<file path="src/common/synth_ctrl_regs.svh">
`ifndef SYNTH_CTRL_REGS_SVH
`define SYNTH_CTRL_REGS_SVH
`define ADDR_FIXED 5'h18
`define CTL_PUMP_CUR_BIT 6
`define CTL_TEST_BIT 5
`define CTL_PUMP_DIS_BIT 4
`define CTL_AMP_OFF_BIT 0
`define PORT_RESET 8'h00
`define RATIO_RESET 15'h0000
`define CTL_RESET 8'hce
`define REF_DIV 512
`define PRESCALE 8
`endif

</file>
<file path="src/common/synth_ctrl_pkg.sv">
package synth_ctrl_pkg;
    typedef enum logic [5:0] {
        st_idle = 6'h01,
        st_addr = 6'h02,
        st_ack = 6'h04,
        st_wr = 6'h08,
        st_rd = 6'h10,
        st_rdack = 6'h20
    } bus_state_e;
    typedef enum logic [1:0] {
        wb_first = 2'h0,
        wb_lower = 2'h1,
        wb_port = 2'h2
    } wr_slot_e;
endpackage

</file>
<file path="src/rtl/tuning_synth_i2c_control.sv">
`timescale 1ns/10ps
`default_nettype none
`include "synth_ctrl_regs.svh"
module tuning_synth_i2c_control #(
    parameter int REF_DIV = `REF_DIV
) (
    input wire logic clk_in,
    input wire logic rst_b_in,
    input wire logic scl_in,
    input wire logic sda_in,
    output logic sda_oe_out,
    input wire logic [1:0] port3_band_in,
    input wire logic [7:0] port_level_in,
    input wire logic [2:0] adc_code_in,
    input wire logic lock_in,
    input wire logic ref_clk_in,
    input wire logic div_out_in,
    output logic [7:0] port_on_out,
    output logic port6_test_out,
    output logic port7_test_out,
    output logic [14:0] ratio_out,
    output logic pump_current_select_out,
    output logic pump_disable_out,
    output logic drive_amp_off_out,
    output logic comparison_clock_out,
    output logic test_mode_out
);
    import synth_ctrl_pkg::*;

    typedef struct packed {
        logic [1:0] rst_sync;
        logic [1:0] scl_s1;
        logic [1:0] scl_s2;
        logic [1:0] sda_s1;
        logic [1:0] sda_s2;
        logic [1:0] ref_s1;
        logic [1:0] ref_s2;
        logic [1:0] divo_s1;
        logic [1:0] divo_s2;
        logic [13:0] sync_in;
        logic [13:0] in_s;
        bus_state_e st;
        wr_slot_e slot;
        logic [7:0] shreg;
        logic [3:0] nbit;
        logic rd_mode;
        logic was_read;
        logic sda_oe;
        logic [14:0] ratio;
        logic [6:0] upper_hold;
        logic [7:0] ctl;
        logic [7:0] ports;
        logic supply_loss_flag;
        logic [15:0] ref_cnt;
        logic comp_clk;
        logic p6;
        logic p7;
    } state_s;

    state_s q;
    state_s d;
    logic scl_rise;
    logic scl_fall;
    logic start_c;
    logic stop_c;
    logic sda_v;
    logic addr_ok;
    logic [7:0] status_byte;

    always_comb
    begin
        scl_rise = q.scl_s2[0] && !q.scl_s2[1];
        scl_fall = !q.scl_s2[0] && q.scl_s2[1];
        sda_v = q.sda_s2[0];
        start_c = q.scl_s2[0] && q.scl_s2[1] && q.sda_s2[1] && !q.sda_s2[0];
        stop_c = q.scl_s2[0] && q.scl_s2[1] && !q.sda_s2[1] && q.sda_s2[0];
        // Select band 01 is accepted whatever port3 shows.
        addr_ok = (q.shreg[7:3] == `ADDR_FIXED) &&
            ((q.shreg[2:1] == 2'h1) || (q.shreg[2:1] == q.in_s[13:12]));
        status_byte = {q.supply_loss_flag, q.in_s[0],
            q.in_s[11], q.in_s[9], q.in_s[8],
            q.in_s[3:1]};
    end

    always_comb
    begin
        d = q;
        d.rst_sync = {q.rst_sync[0], 1'b1};
        d.scl_s1 = {q.scl_s1[0], scl_in};
        d.scl_s2 = {q.scl_s2[0], q.scl_s1[1]};
        d.sda_s1 = {q.sda_s1[0], sda_in};
        d.sda_s2 = {q.sda_s2[0], q.sda_s1[1]};
        d.ref_s1 = {q.ref_s1[0], ref_clk_in};
        d.ref_s2 = {q.ref_s2[0], q.ref_s1[1]};
        d.divo_s1 = {q.divo_s1[0], div_out_in};
        d.divo_s2 = {q.divo_s2[0], q.divo_s1[1]};
        d.sync_in = {port3_band_in, port_level_in, adc_code_in, lock_in};
        d.in_s = q.sync_in;
        // Comparison clock toggles every REF_DIV/2 rising reference edges.
        if (q.ref_s2[0] && !q.ref_s2[1])
        begin
            if (q.ref_cnt == 16'(REF_DIV / 2 - 1))
            begin
                d.ref_cnt = 16'h0000;
                d.comp_clk = !q.comp_clk;
            end
            else
            begin
                d.ref_cnt = q.ref_cnt + 16'h0001;
            end
        end
        // Test mode puts phase comparator inputs on port6 and port7.
        d.p6 = q.ctl[`CTL_TEST_BIT] ? q.comp_clk : q.ports[6];
        d.p7 = q.ctl[`CTL_TEST_BIT] ? q.divo_s2[0] : q.ports[7];
        if (start_c)
        begin
            d.st = st_addr;
            d.nbit = 4'h0;
            d.sda_oe = 1'b0;
        end
        else if (stop_c)
        begin
            // A stop mid-byte drops the partial byte.
            d.st = st_idle;
            d.sda_oe = 1'b0;
            if (q.was_read)
            begin
                d.supply_loss_flag = 1'b0;
            end
            d.was_read = 1'b0;
        end
        else
        begin
            case (q.st)
                st_idle:
                begin
                    d.sda_oe = 1'b0;
                end
                st_addr, st_wr:
                begin
                    if (scl_rise)
                    begin
                        d.shreg = {q.shreg[6:0], sda_v};
                        d.nbit = q.nbit + 4'h1;
                    end
                    else if (scl_fall && q.nbit == 4'h8)
                    begin
                        d.nbit = 4'h0;
                        if (q.st == st_addr)
                        begin
                            if (addr_ok)
                            begin
                                d.sda_oe = 1'b1;
                                d.rd_mode = q.shreg[0];
                                d.was_read = q.shreg[0];
                                d.slot = wb_first;
                                d.st = st_ack;
                            end
                            else
                            begin
                                d.st = st_idle;
                            end
                        end
                        else
                        begin
                            d.sda_oe = 1'b1;
                            d.st = st_ack;
                            case (q.slot)
                                wb_first:
                                begin
                                    if (!q.shreg[7])
                                    begin
                                        d.upper_hold = q.shreg[6:0];
                                        d.slot = wb_lower;
                                    end
                                    else
                                    begin
                                        d.ctl = q.shreg;
                                        d.slot = wb_port;
                                    end
                                end
                                wb_lower:
                                begin
                                    d.ratio = {q.upper_hold, q.shreg};
                                    d.slot = wb_first;
                                end
                                wb_port:
                                begin
                                    d.ports = q.shreg;
                                    d.slot = wb_first;
                                end
                                default:
                                begin
                                    d.slot = wb_first;
                                end
                            endcase
                        end
                    end
                end
                st_ack:
                begin
                    if (scl_fall)
                    begin
                        d.sda_oe = 1'b0;
                        if (q.rd_mode)
                        begin
                            d.shreg = status_byte;
                            d.nbit = 4'h0;
                            d.sda_oe = !status_byte[7];
                            d.st = st_rd;
                        end
                        else
                        begin
                            d.st = st_wr;
                        end
                    end
                end
                st_rd:
                begin
                    if (scl_fall)
                    begin
                        if (q.nbit == 4'h7)
                        begin
                            d.sda_oe = 1'b0;
                            d.st = st_rdack;
                        end
                        else
                        begin
                            d.shreg = {q.shreg[6:0], 1'b0};
                            d.sda_oe = !q.shreg[6];
                            d.nbit = q.nbit + 4'h1;
                        end
                    end
                end
                st_rdack:
                begin
                    if (scl_rise)
                    begin
                        // Master low on the ack slot asks for another status byte.
                        d.st = sda_v ? st_idle : st_ack;
                    end
                end
                default:
                begin
                    d.st = st_idle;
                end
            endcase
        end
    end

    always_ff @(posedge clk_in or negedge rst_b_in)
    begin
        if (!rst_b_in)
        begin
            q <= '0;
            q.st <= st_idle;
            q.slot <= wb_first;
            q.ctl <= `CTL_RESET;
            q.ports <= `PORT_RESET;
            q.ratio <= `RATIO_RESET;
            q.scl_s1 <= 2'h3;
            q.scl_s2 <= 2'h3;
            q.sda_s1 <= 2'h3;
            q.sda_s2 <= 2'h3;
            q.supply_loss_flag <= 1'b1;
        end
        else if (!q.rst_sync[1])
        begin
            q.rst_sync <= d.rst_sync;
        end
        else
        begin
            q <= d;
        end
    end

    always_comb
    begin
        sda_oe_out = q.sda_oe;
        port_on_out = q.ports;
        port6_test_out = q.p6;
        port7_test_out = q.p7;
        ratio_out = q.ratio;
        pump_current_select_out = q.ctl[`CTL_PUMP_CUR_BIT];
        pump_disable_out = q.ctl[`CTL_PUMP_DIS_BIT];
        drive_amp_off_out = q.ctl[`CTL_AMP_OFF_BIT];
        comparison_clock_out = q.comp_clk;
        test_mode_out = q.ctl[`CTL_TEST_BIT];
    end
endmodule // tuning_synth_i2c_control
`default_nettype wire

</file>
<file path="config.mk">
export PLATFORM = sky130hd
export DESIGN_NAME = tuning_synth_i2c_control
export DESIGN_NICKNAME = d
export VERILOG_FILES = /design/src/common/synth_ctrl_pkg.sv /design/src/rtl/tuning_synth_i2c_control.sv
export VERILOG_INCLUDE_DIRS = /design/src /design/src/common
export SDC_FILE = /design/constraint.sdc
export NUM_CORES = 1
export LEC_CHECK = 0
export BUFFER_PORTS_ARGS = -buffer_cell sky130_fd_sc_hd__buf_2
export CAP_MARGIN = 20
export CORE_MARGIN = 4
export CORE_UTILIZATION = 53
export DETAILED_ROUTE_END_ITERATION = 8
export GPL_ROUTABILITY_DRIVEN = 0
export PLACE_DENSITY = 0.84
export SYNTH_ARGS = -nofsm -noshare
export SYNTH_HDL_FRONTEND = slang
export SYNTH_SLANG_ARGS = --single-unit
</file>
<file path="constraint.sdc">
create_clock -name clk_in -period 2.8 [get_ports clk_in]
set_clock_uncertainty 0.2 [all_clocks]
set_input_delay 0.56 -clock clk_in [delete_from_list [all_inputs] [get_ports clk_in]]
set_output_delay 0.56 -clock clk_in [all_outputs]
set_load 0.1 [all_outputs]
</file>
-- Word-level counts from Yosys, hierarchy flattened
Cells that the tools add are included.
- flip-flop bits (word level): 126
- bits of input ports: 20
- output and inout bits: 31
- logic and storage cells: 169
- add/subtract/negate cells: 2
- eq/ne operators: 44
- mux-type cells: 51
- bitwise gates (word level): 3
- reduce and logical (&&, ||, !) cells: 42
- operator list (operator ; count):
    45-bit two-way mux ; 5
    12-bit two-way mux ; 4
    8-bit two-way mux ; 6
    41-bit two-way mux ; 1
    8-bit AND reduction ; 5
    38-bit two-way mux ; 1
    6-bit two-way mux ; 6
    12-bit one-hot mux with 3 select lines ; 1
    5-bit != test (second input constant) ; 7
    15-bit two-way mux ; 2
    6-bit one-hot mux with 5 select lines ; 1
    4-bit != test (second input constant) ; 7
    9-bit AND reduction ; 3
    7-bit AND reduction ; 3
    16-bit by 1-bit adder with 16-bit output (second input constant) ; 1
    16-bit by 8-bit equality test with 1-bit output (second input constant) ; 1
    16-bit two-way mux ; 1
    3-bit != test (second input constant) ; 5
    5-bit by 4-bit != test with 1-bit output (second input constant) ; 3
    2-bit != test (second input constant) ; 7
    2-bit two-way mux ; 6
    3-bit nonzero test ; 4
    1-bit logical AND ; 10
    5-bit two-way mux ; 2
    30 further kinds ; 50

-- Longest topological paths before layout
Gate-level depths: netlist (run 1).
- depth after elaboration: 14
- mapped depth: 10
- gate-level depth less buffers: 8

-- Worst setup path after synthesis (run 1)
Ideal clock, no wire load.
- kind: reg2reg
- start: reg q[75] (netlist bit)
- end: reg q (netlist bit ratio_out[6])
- arrival time: 2.273 ns
- data required time: 2.472 ns
- slack: 0.199 ns
- stages on the path, launching flop included: 10
- cells stage by stage: dfstp_2 > clkbuf_1 > or2_1 > nor4_2 > nand2_1 > nor2_1 > and3_1 > buf_2 > buf_6 > mux2_1
- longest elaborated chain between the ends: 4
- ends and longest elaborated chain (element ; line ; RTL):
    from (decl) ; tuning_synth_i2c_control.sv:60 ; state_s q;
    6-bit by 2-bit equality test with 1-bit output / 6-bit by 4-bit equality test with 1-bit output (equally long branches) ; tuning_synth_i2c_control.sv:134, tuning_synth_i2c_control.sv:149 ;
    2-bit OR reduction ; tuning_synth_i2c_control.sv:134 ; case (q.st)
    5-bit by 4-bit != test with 1-bit output (no source line) / 5-bit != test (equally long branches) ; -- ;
    8-bit AND reduction (no source line) * ; -- ;
Every way passes the cells marked *; elsewhere a longest branch is shown, timed or not.
A chain may end at the register's enable or synchronous reset.

-- Final worst setup path (run 1)
- start: reg q[78] (netlist bit)
- end: reg q[64] (netlist bit)
- longest elaborated chain between the ends: 5
- ends and longest elaborated chain (element ; line ; RTL):
    6-bit by 2-bit equality test with 1-bit output / 6-bit by 4-bit equality test with 1-bit output (equally long branches) ; tuning_synth_i2c_control.sv:134 ;
    2-bit OR reduction ; tuning_synth_i2c_control.sv:134 ;
    12-bit one-hot mux with 3 select lines ; tuning_synth_i2c_control.sv:134 ;
    5-bit two-way mux ; tuning_synth_i2c_control.sv:121 ; else if (stop_c)
    4-bit two-way mux ; tuning_synth_i2c_control.sv:115 ; if (start_c)
Several ways; a longest one is shown, not always the timed one. The select of a mux whose other input is x is not followed.

==> key figures, run 1 <==
Run status
  – Status: finished clean

Power and ir drop
  – Sequential share of power: 0.576
  – Switching Fraction: 0.3072
  – Switch Pwr: 1.069 mW
  – Static Leakage: 2.657 nW
  – Total Power: 3.481 mW
  – Clock share of power: 0.258
  – Cell Int Power: 2.411 mW
  – Gate power share: 0.166
  – Pwr dens: 614.4 mW/mm^2
  – Peak VDD IR: 0.0004022 V

Logic synthesis
  – Synth unique cells: 55
  – EDFF count, synth: 0
  – Sequential share of the synthesized area: 0.5436
  – Most common cell in the netlist: dfrtp_1
  – Synth top area cells: dfrtp_1 (49%), mux2_2 (14%), dfstp_2 (5.6%)
  – Net Count, Synth: 469
  – Yosys warnings: 0
  – Cells after synthesis: 446
  – Yosys top cell by area: dfrtp_1
  – #FFs+latches synth: 112
  – Top FF cell, synth: dfrtp_1
  – Netlist Area Pre-Place: 0.005181 mm^2
  – Avg Cell Area, Syn: 11.62 um^2
  – Async S/R FF share, synth: 1.000
  – Most frequent cells after synthesis: dfrtp_1 (101), mux2_2 (64), nand2_1 (33)
  – Post-synth top area share: 0.4878

Layout
  – Post-route cell area: 0.005665 mm^2
  – Layout cells sized above 1: 0.3292
  – Area Growth Syn to Fin: 9.346%
  – Layout net count: 502
  – Ant diodes: 0
  – Fill cell count: 766

Global route
  – First-pass GRT wire length: 16540 um
  – Pin count of the biggest net entering global routing: 49
  – Global routing's busiest layer: met2
  – Total GRT Usage: 0.1799
  – Vias in the first global route: 3389
  – Grt ovf: 0
  – M1 GR Usage: 0.2486
  – Initial antenna violation count: 0
  – Met2 Usage GRT: 0.2891
  – Met3 Track Usage GR: 0.04576

Floorplanning
  – Die W: 106.9 um
  – Die Span Y: 106.9 um
  – I/O Pins: 51
  – Starting Density: 0.5529
  – Full die area: 0.01142 mm^2
  – # rows: 35
  – Core area: 0.009371 mm^2

Detailed routing
  – Detailed router's first-iteration violation count: 304
  – Drt wl/cell: 15.97 um
  – Via/cell ratio: 5.724
  – Residual DRC: 0
  – Vias: 3503
  – Final ANT Viol Nets: 0
  – First-pass iteration count of the detailed router: 7
  – DRT Wirelength: 9773 um

STA
  – Max Slew Vio Count: 0
  – Achievable clock frequency: 378.7 MHz
  – RSZ-0062 raised after global routing: false
  – Fin crit period: 2.640 ns
  – Final Setup Violations: 0
  – Fin. Hold Viols: 0
  – Setup TNS: 0 ns
  – Fin crit share: 0.9430
  – Hold slack final: 0.1630 ns

Clock tree
  – Num CTS Buffers: 9
  – CTS tree: yes
  – Worst skew pair latency: 0.38 ns
  – Post-cts gate resize count: 0
  – Longest Clk Path Bufs: 2
  – Clk slew on worst S/H paths: 0.10 ns
  – Post-CTS setup buffers: 0
  – H-tree Lvls: 3
  – CTS sink count: 112
  – CTS root buffer: clkbuf_8

Setup path
  – Setup Crit Path Kind: reg -> reg
  – CP Data Required Time: 2.90 ns
  – CP Launch Type: register
  – Critical path arrival: 2.74 ns
  – CP Max Fanout: 7
  – Setup crit end kind: register

Place
  – I/O Buffers: 45
  – Placed cell areas: 0.005477 mm^2
  – HPWL after detailed placement: 6944 um

Flow run
  – # Max-Cap Violations: 0

Min path
  – Hold Path Class: reg -> reg
per-stage QoR:
stage                     cells  worst slack (ns)    util
after floorplan             446            0.1991       -
after global placement      596            0.2349  0.5844
after detailed placement    596            0.1989  0.5844
after CTS                   612            0.1785  0.6045
after global routing        612           0.04344  0.6045
final                       612            0.1597  0.6045
logic make-up after synthesis:
family,count (synthesis),synth area share
muxes,77,0.1666
buffers and inverters,54,0.05844
xor gates and xnor gates,16,0.02705
DFF,112,0.5436
and+or+nand+nor,128,0.1244
other,1,0.0007238
adders and majority gates,3,0.007245
AOI/OAI and AO/OA,55,0.07196
layer usage:
layer	up-vias	routed length [um]
met4	0	147
met2	130	4693
met5	-	0
met3	20	596
li1	1616	-
met1	1737	4335
flip-flops by register name (all words and copies together), names as in the netlist, 8 cells and up:
register     flops
q               59
d               22
ratio_out       15
port_on_out      8
worst max-delay path, stage by stage, from the launching register on:
cell     delay, ns
dfrtp_1       0.48
or3b_1        0.45
or3b_1        0.40
a211o_1       0.31
a31o_1        0.26
or2_4         0.27
o31ai_2       0.20
final cells by class:
cell class	instances	area, um^2	area share
clock buffer	11	141.4	0.02496
clock inverter	4	37.54	0.006625
inverter	11	41.29	0.007288
multi-input combinational	280	2062	0.3640
sequential	112	2816	0.4971
tap	129	161.4	0.02849
timing repair buffer	65	405.4	0.07155
power groups by stage:
stage                     Clock, mW  Combinational, mW  Sequential, mW
final                         0.897              0.579            2.01
after global routing          0.986              0.646            2.03
after CTS                     0.917              0.575            2.00
after detailed placement          0              0.571            2.03
after global placement            0              0.545            2.02
after floorplan                   0              0.430            1.96
final timing paths:
| path | startpoint | end | slack (ns) | cells past startpoint |
|---|---|---|---|---|
| max | q[78] | q[64] | 0.16 | 6 |
| min | d[126] | q[126] | 0.16 | 0 |
| max reg2reg | q[78] | q[64] | 0.16 | 6 |
| min reg2reg | d[126] | q[126] | 0.16 | 0 |
| max in group asynchronous | rst_b_in | d[122] | 1.32 | 3 |
| min in group asynchronous | rst_b_in | q[76] | 0.41 | 2 |
layout by cell type (no fill, tap or decap), types with 10 or more instances in the layout:
cell        n
dfrtp_1   101
mux2_2     64
buf_2      44
nand2_1    33
nor2_1     32
buf_4      18
nand3_1    14
inv_1      11
dfstp_2    11
nor3_1     10
mux2_1     10
clkbuf_8   10
what timing repair did:
action / 4_1_cts / 5_1_grt
endpoints found under the hold margin: 18 / 0
hold buffers: 1 / 0
endpoints found under the setup margin: 0 / 0
No activity file was read; power rests on OpenSTA's default activity.
==> inputs of run 2 (changes only) <==
- CELL_PAD_IN_SITES_DETAIL_PLACEMENT: default -> 1
- CELL_PAD_IN_SITES_GLOBAL_PLACEMENT: default -> 1
- CORE_UTILIZATION: 53 -> 43
==> key figures, run 2 (synthesized netlist as in run 1, its figures left out) <==
Run status
  – Status: finished clean

Global route
  – Met3 Track Usage GR: 0.03364 (-0.01212)
  – Global routing's busiest layer: met2
  – Total GRT Usage: 0.1722 (-0.007654)
  – Met2 Usage GRT: 0.2936 (+0.004449)
  – First-pass GRT wire length: 19530 um (+18%)
  – Grt ovf: 0 (unchanged)
  – Vias in the first global route: 3741 (+10%)
  – Pin count of the biggest net entering global routing: 42 (-14%)
  – M1 GR Usage: 0.2224 (-0.02620)
  – Initial antenna violation count: 0 (unchanged)

Power and ir drop
  – Gate power share: 0.152 (-0.014)
  – Static Leakage: 2.716 nW (+2.2%)
  – Cell Int Power: 2.731 mW (+13%)
  – Sequential share of power: 0.529 (-0.047)
  – Total Power: 3.836 mW (+10%)
  – Clock share of power: 0.319 (+0.061)
  – Switching Fraction: 0.2880 (-0.01928)
  – Pwr dens: 660.5 mW/mm^2 (+7.5%)
  – Peak VDD IR: 0.0004156 V (+3.3%)
  – Switch Pwr: 1.105 mW (+3.3%)

Setup path
  – Crit. path cell count: 6 (unchanged)
  – Largest delay contributor family on the critical path: simple AND/OR/NAND/NOR gates
  – CP Cell Sequence: or3_1 > or3b_1 > a211o_1 > a31o_1 > or2_4 > o31ai_2
  – CP max stage cell: dfrtp_1
  – Setup Crit Path Kind: reg -> reg
  – Setup crit end kind: register
  – CP Data Required Time: 2.86 ns (-0.04 ns)
  – Crit-path max cell delay: 0.46 ns (-0.02 ns)
  – CP Launch Type: register
  – FF-to-FF path depth: 6 (unchanged)
  – Critical path arrival: 2.74 ns (about the same)
  – Sum of buffers and inverters on the critical path: 0 (unchanged)
  – CP Max Fanout: 7 (unchanged)

Layout
  – Most common cell after layout, fill and taps aside: dfrtp_1
  – Area Growth Syn to Fin: 12.10%
  – Layout cells sized above 1: 0.3361 (+0.006890)
  – Most frequent cells in the layout: dfrtp_1 (101), mux2_2 (64), buf_2 (44)
  – Max reg flops: 59 (unchanged)
  – Layout net count: 503 (+0.20%)
  – Reg with most FFs: q
  – Ant diodes: 0 (unchanged)
  – Post-route cell area: 0.005808 mm^2 (+2.5%)

STA
  – Achievable clock frequency: 372.2 MHz (-1.7%)
  – Fin crit period: 2.687 ns (+0.04624 ns)
  – Max Slew Vio Count: 0 (unchanged)
  – Final Setup Violations: 0 (unchanged)
  – Fin crit share: 0.9595 (+0.01651)
  – RSZ-0062 raised after global routing: false
  – Setup TNS: 0 ns (unchanged)
  – Final worst slack: 0.1135 ns (-0.04624 ns)
  – Fin. Hold Viols: 0 (unchanged)

Floorplanning
  – # rows: 39 (+11%)
  – Die W: 117.8 um (+10%)
  – Core area: 0.01161 mm^2 (+24%)
  – Die Span Y: 117.8 um (+10%)
  – Starting Density: 0.4461 (-0.1067)
  – Full die area: 0.01387 mm^2 (+21%)
  – I/O Pins: 51 (unchanged)

Clock tree
  – Longest Clk Path Bufs: 2 (unchanged)
  – Worst skew pair latency: 0.34 ns (-0.04 ns)
  – CTS tree: yes
  – Num CTS Buffers: 9 (unchanged)
  – CTS root buffer: clkbuf_16
  – Clk slew on worst S/H paths: 0.07 ns (-0.03 ns)
  – H-tree Lvls: 3 (unchanged)
  – CTS sink count: 112 (unchanged)

Place
  – Placed cell areas: 0.005502 mm^2 (+0.46%)
  – HPWL after detailed placement: 8362 um (+20%)
  – Worst slack, placed: 0.1239 ns (-0.07491 ns)
  – I/O Buffers: 45 (unchanged)

Detailed routing
  – Vias: 3474 (-0.83%)
  – Residual DRC: 0 (unchanged)
  – Detailed router's first-iteration violation count: 216 (-29%)
  – First-pass iteration count of the detailed router: 4 (-3)
  – DRT Wirelength: 11430 um (+17%)
  – Drt wl/cell: 18.20 um (+14%)
  – Via/cell ratio: 5.532 (-3.4%)
  – Final ANT Viol Nets: 0 (unchanged)

Flow run
  – # Max-Cap Violations: 0 (unchanged)

Min path
  – Hold path cells: 0 (unchanged)
  – Hold Path Class: reg -> reg
-- run 2: final cells by class --
type                            instances  area, um^2
Clock buffer                           14       274.0
Sequential cell                       112        2816
Fill cell                            1260        5806
Inverter                               11       41.29
Timing Repair Buffer                   66       412.9
Clock inverter                          2       13.76
Tap cell                              143       178.9
Multi-Input combinational cell        280        2071
-- run 2: repair_timing --
item	CTS	global route
endpoints found under the hold margin	32	0
gates resized for setup	0	3
setup endpoints to repair	0	15
setup buffers	0	0
hold buffers	1	0
-- run 2: per-stage QoR --
| step | util | instances | hold slack (ns) |
|---|---|---|---|
| 2_1_floorplan | - | 446 | 0.06441 |
| 3_3_place_gp | 0.4737 | 611 | 0.1318 |
| 3_5_place_dp | 0.4737 | 611 | 0.1522 |
| 4_1_cts | 0.4994 | 628 | 0.1642 |
| 5_1_grt | 0.5001 | 628 | 0.1850 |
| 6_report | 0.5001 | 628 | 0.1637 |
-- run 2: power groups by stage --
stage / Combinational (mW) / Sequential (mW) / Clock, mW
floorplan: 0.430 / 1.96 / 0
global placement: 0.546 / 2.03 / 0
detailed placement: 0.578 / 2.05 / 0
CTS: 0.590 / 2.02 / 1.26
global route: 0.654 / 2.05 / 1.33
finish: 0.584 / 2.03 / 1.22
-- run 2: final timing paths --
kind	from	to	slack, ns
worst max-delay path	q[76]	q[64]	0.11
worst min-delay path	d[126]	q[126]	0.16
worst max register to register	q[76]	q[64]	0.11
worst min register to register	d[126]	q[126]	0.16
max in group asynchronous	rst_b_in	q[39]	1.21
min in group asynchronous	rst_b_in	q[73]	0.52
-- run 2: per-layer routing --
layer	wire, um	vias up
met5	0	-
met4	163	0
met3	406	14
met2	5767	69
met1	5093	1774
li1	-	1617
==> inputs of run 3 (changes only) <==
- BUFFER_PORTS_ARGS: -buffer_cell sky130_fd_sc_hd__buf_2 -> default
- CORE_UTILIZATION: 43 -> 46
- DONT_BUFFER_PORTS: default -> 1
- PLACE_DENSITY: 0.84 -> 0.83
==> key figures, run 3 (synthesized netlist as in run 1, its figures left out) <==
STA
  – RSZ-0062 raised after global routing: false
  – Max Slew Vio Count: 0 (unchanged)
  – Fin crit share: 0.9532 (-0.006250)
  – Hold slack final: -0.2927 ns (-0.4565 ns)
  – Worst slew pin tran: 0.9397 ns
  – Final Setup Violations: 0 (unchanged)
  – Achievable clock frequency: 374.7 MHz (+0.66%)
  – Slew headroom: 0.3736
  – Fin crit period: 2.669 ns (-0.01750 ns)
  – Fin. Hold Viols: 112 (+112)
  – Final worst slack: 0.1310 ns (+0.01750 ns)
  – Setup TNS: 0 ns (unchanged)

Setup path
  – RR Endpoint: q[80]
  – Setup Crit Path Kind: reg -> reg
  – Critical path arrival: 2.70 ns (-0.04 ns)
  – Setup crit end kind: register
  – Origin of the critical flop-to-flop path: q[75]
  – R2R setup slack: 0.13 ns (+0.02 ns)
  – FF-to-FF path depth: 6 (unchanged)
  – CP Data Required Time: 2.84 ns (-0.02 ns)
  – CP Launch Type: register
  – CP Max Fanout: 8 (+1)

Layout
  – Most common cell after layout, fill and taps aside: dfrtp_1
  – Reg with most FFs: q
  – Layout net count: 456 (-9.3%)
  – Max reg flops: 59 (unchanged)
  – Fill cell count: 1179 (-6.4%)
  – Layout cells sized above 1: 0.2648 (-0.07124)
  – Final core occ: 0.5077 (+0.007558)
  – Most frequent cells in the layout: dfrtp_1 (100), mux2_2 (64), nand2_1 (33)
  – Area Growth Syn to Fin: 7.148%
  – Ant diodes: 0 (unchanged)

Floorplanning
  – I/O Pins: 51 (unchanged)
  – Full die area: 0.01303 mm^2 (-6.1%)
  – Core area: 0.01094 mm^2 (-5.8%)
  – Starting Density: 0.4738 (+0.02767)
  – Die W: 114.1 um (-3.1%)
  – # rows: 38 (-2.6%)
  – Die Span Y: 114.1 um (-3.1%)

Min path
  – Hold Path Class: in -> async

Run status
  – Failing checks: hold timing
  – Status: finished with violations

Clock tree
  – CTS root buffer: clkbuf_16
  – Clk slew on worst S/H paths: 0.07 ns (about the same)
  – Longest Clk Path Bufs: 2 (unchanged)
  – CTS tree: yes
  – Post-CTS setup buffers: 0 (unchanged)
  – Worst skew pair latency: 0.35 ns (about the same)
  – CTS sink count: 112 (unchanged)
  – H-tree Lvls: 3 (unchanged)
  – Num CTS Buffers: 9 (unchanged)

Detailed routing
  – Drt wl/cell: 19.76 um (+8.6%)
  – DRT Wirelength: 11420 um (about the same)
  – Max Used Layer: met4
  – Residual DRC: 0 (unchanged)
  – Vias: 3321 (-4.4%)
  – WL met3: 480 um (+18%)
  – Met2 wire length: 5901 um (+2.3%)
  – First-pass iteration count of the detailed router: 4 (unchanged)
  – Final ANT Viol Nets: 0 (unchanged)
  – Via/cell ratio: 5.746 (+3.9%)
  – Detailed router's first-iteration violation count: 265 (+23%)
  – Met1 Wirelength: 4931 um (-3.2%)

Global route
  – Vias in the first global route: 3773 (+0.86%)
  – Total GRT Usage: 0.1879 (+0.01570)
  – Pin count of the biggest net entering global routing: 113 (+170%)
  – First-pass GRT wire length: 19450 um (-0.42%)
  – Grt ovf: 0 (unchanged)
  – Initial antenna violation count: 0 (unchanged)

Power and ir drop
  – Static Leakage: 2.470 nW (-9.0%)
  – Peak VDD IR: 0.0004831 V (+16%)
  – Pwr dens: 696.6 mW/mm^2 (+5.5%)

Place
  – Worst slack, placed: 0.1529 ns (+0.02892 ns)
  – I/O Buffers: 0 (-100%)
  – HPWL after detailed placement: 7947 um (-5.0%)

Flow run
  – # Max-Cap Violations: 0 (unchanged)
## run 3: cell type report
| type | count | area (um^2) | area share |
|---|---|---|---|
| timing repair buffer | 19 | 155.1 | 0.02795 |
| clock inverter | 4 | 51.30 | 0.009240 |
| inverter | 11 | 41.29 | 0.007437 |
| multi-input combinational | 280 | 2064 | 0.3719 |
| tap | 140 | 175.2 | 0.03155 |
| clock buffer | 12 | 246.5 | 0.04440 |
| sequential | 112 | 2818 | 0.5076 |
## run 3: through the flow
step	total power, mW	hold WS, ns	area [um^2]	std cells
after floorplan	2.386	0.06441	5181	446
after global placement	2.524	0.07210	5250	562
after detailed placement	2.590	0.07023	5250	562
after CTS	3.901	-0.3096	5548	578
after global routing	4.066	-0.3193	5552	578
final	3.867	-0.2927	5552	578
## run 3: critical path, cell delays in order (launching register included)
cell	delay, ns
dfstp_2	0.42
or2_1	0.26
or4_1	0.58
a2bb2oi_1	0.19
o21ai_1	0.26
o21bai_2	0.27
mux2_2	0.38
## run 3: how the worst max path moves through the flow
stage                     start            to  slack (ns)  depth (start not counted)
final                     q[75]         q[80]        0.13                          6
after global routing      q[76]         q[64]        0.01                          6
after CTS                 q[76]         q[64]        0.14                          6
after detailed placement  q[76]         q[64]        0.15                          6
after global placement    q[76]         q[64]        0.22                          6
after floorplan           q[75]  ratio_out[6]        0.20                          9
## run 3: repair_timing
action / in CTS / in global routing
resized for setup: 0 / 2
endpoints found under the setup margin: 0 / 1
hold endpoints to repair: 112 / 112
## run 3: routing by layer
layer,track usage,vias to the layer above
met3,0.05761,10
met1,0.2303,1723
met5,0,-
met4,0.04355,0
met2,0.3259,60
li1,-,1528
## run 3: report_power, final
part	total (mW)	switching, mW	leakage [nW]	internal (mW)
Combinational	0.519	0.277	0.873	0.241
Clock	1.29	0.569	0.143	0.721
Sequential	2.06	0.262	1.45	1.80
Total	3.87	1.11	2.47	2.76
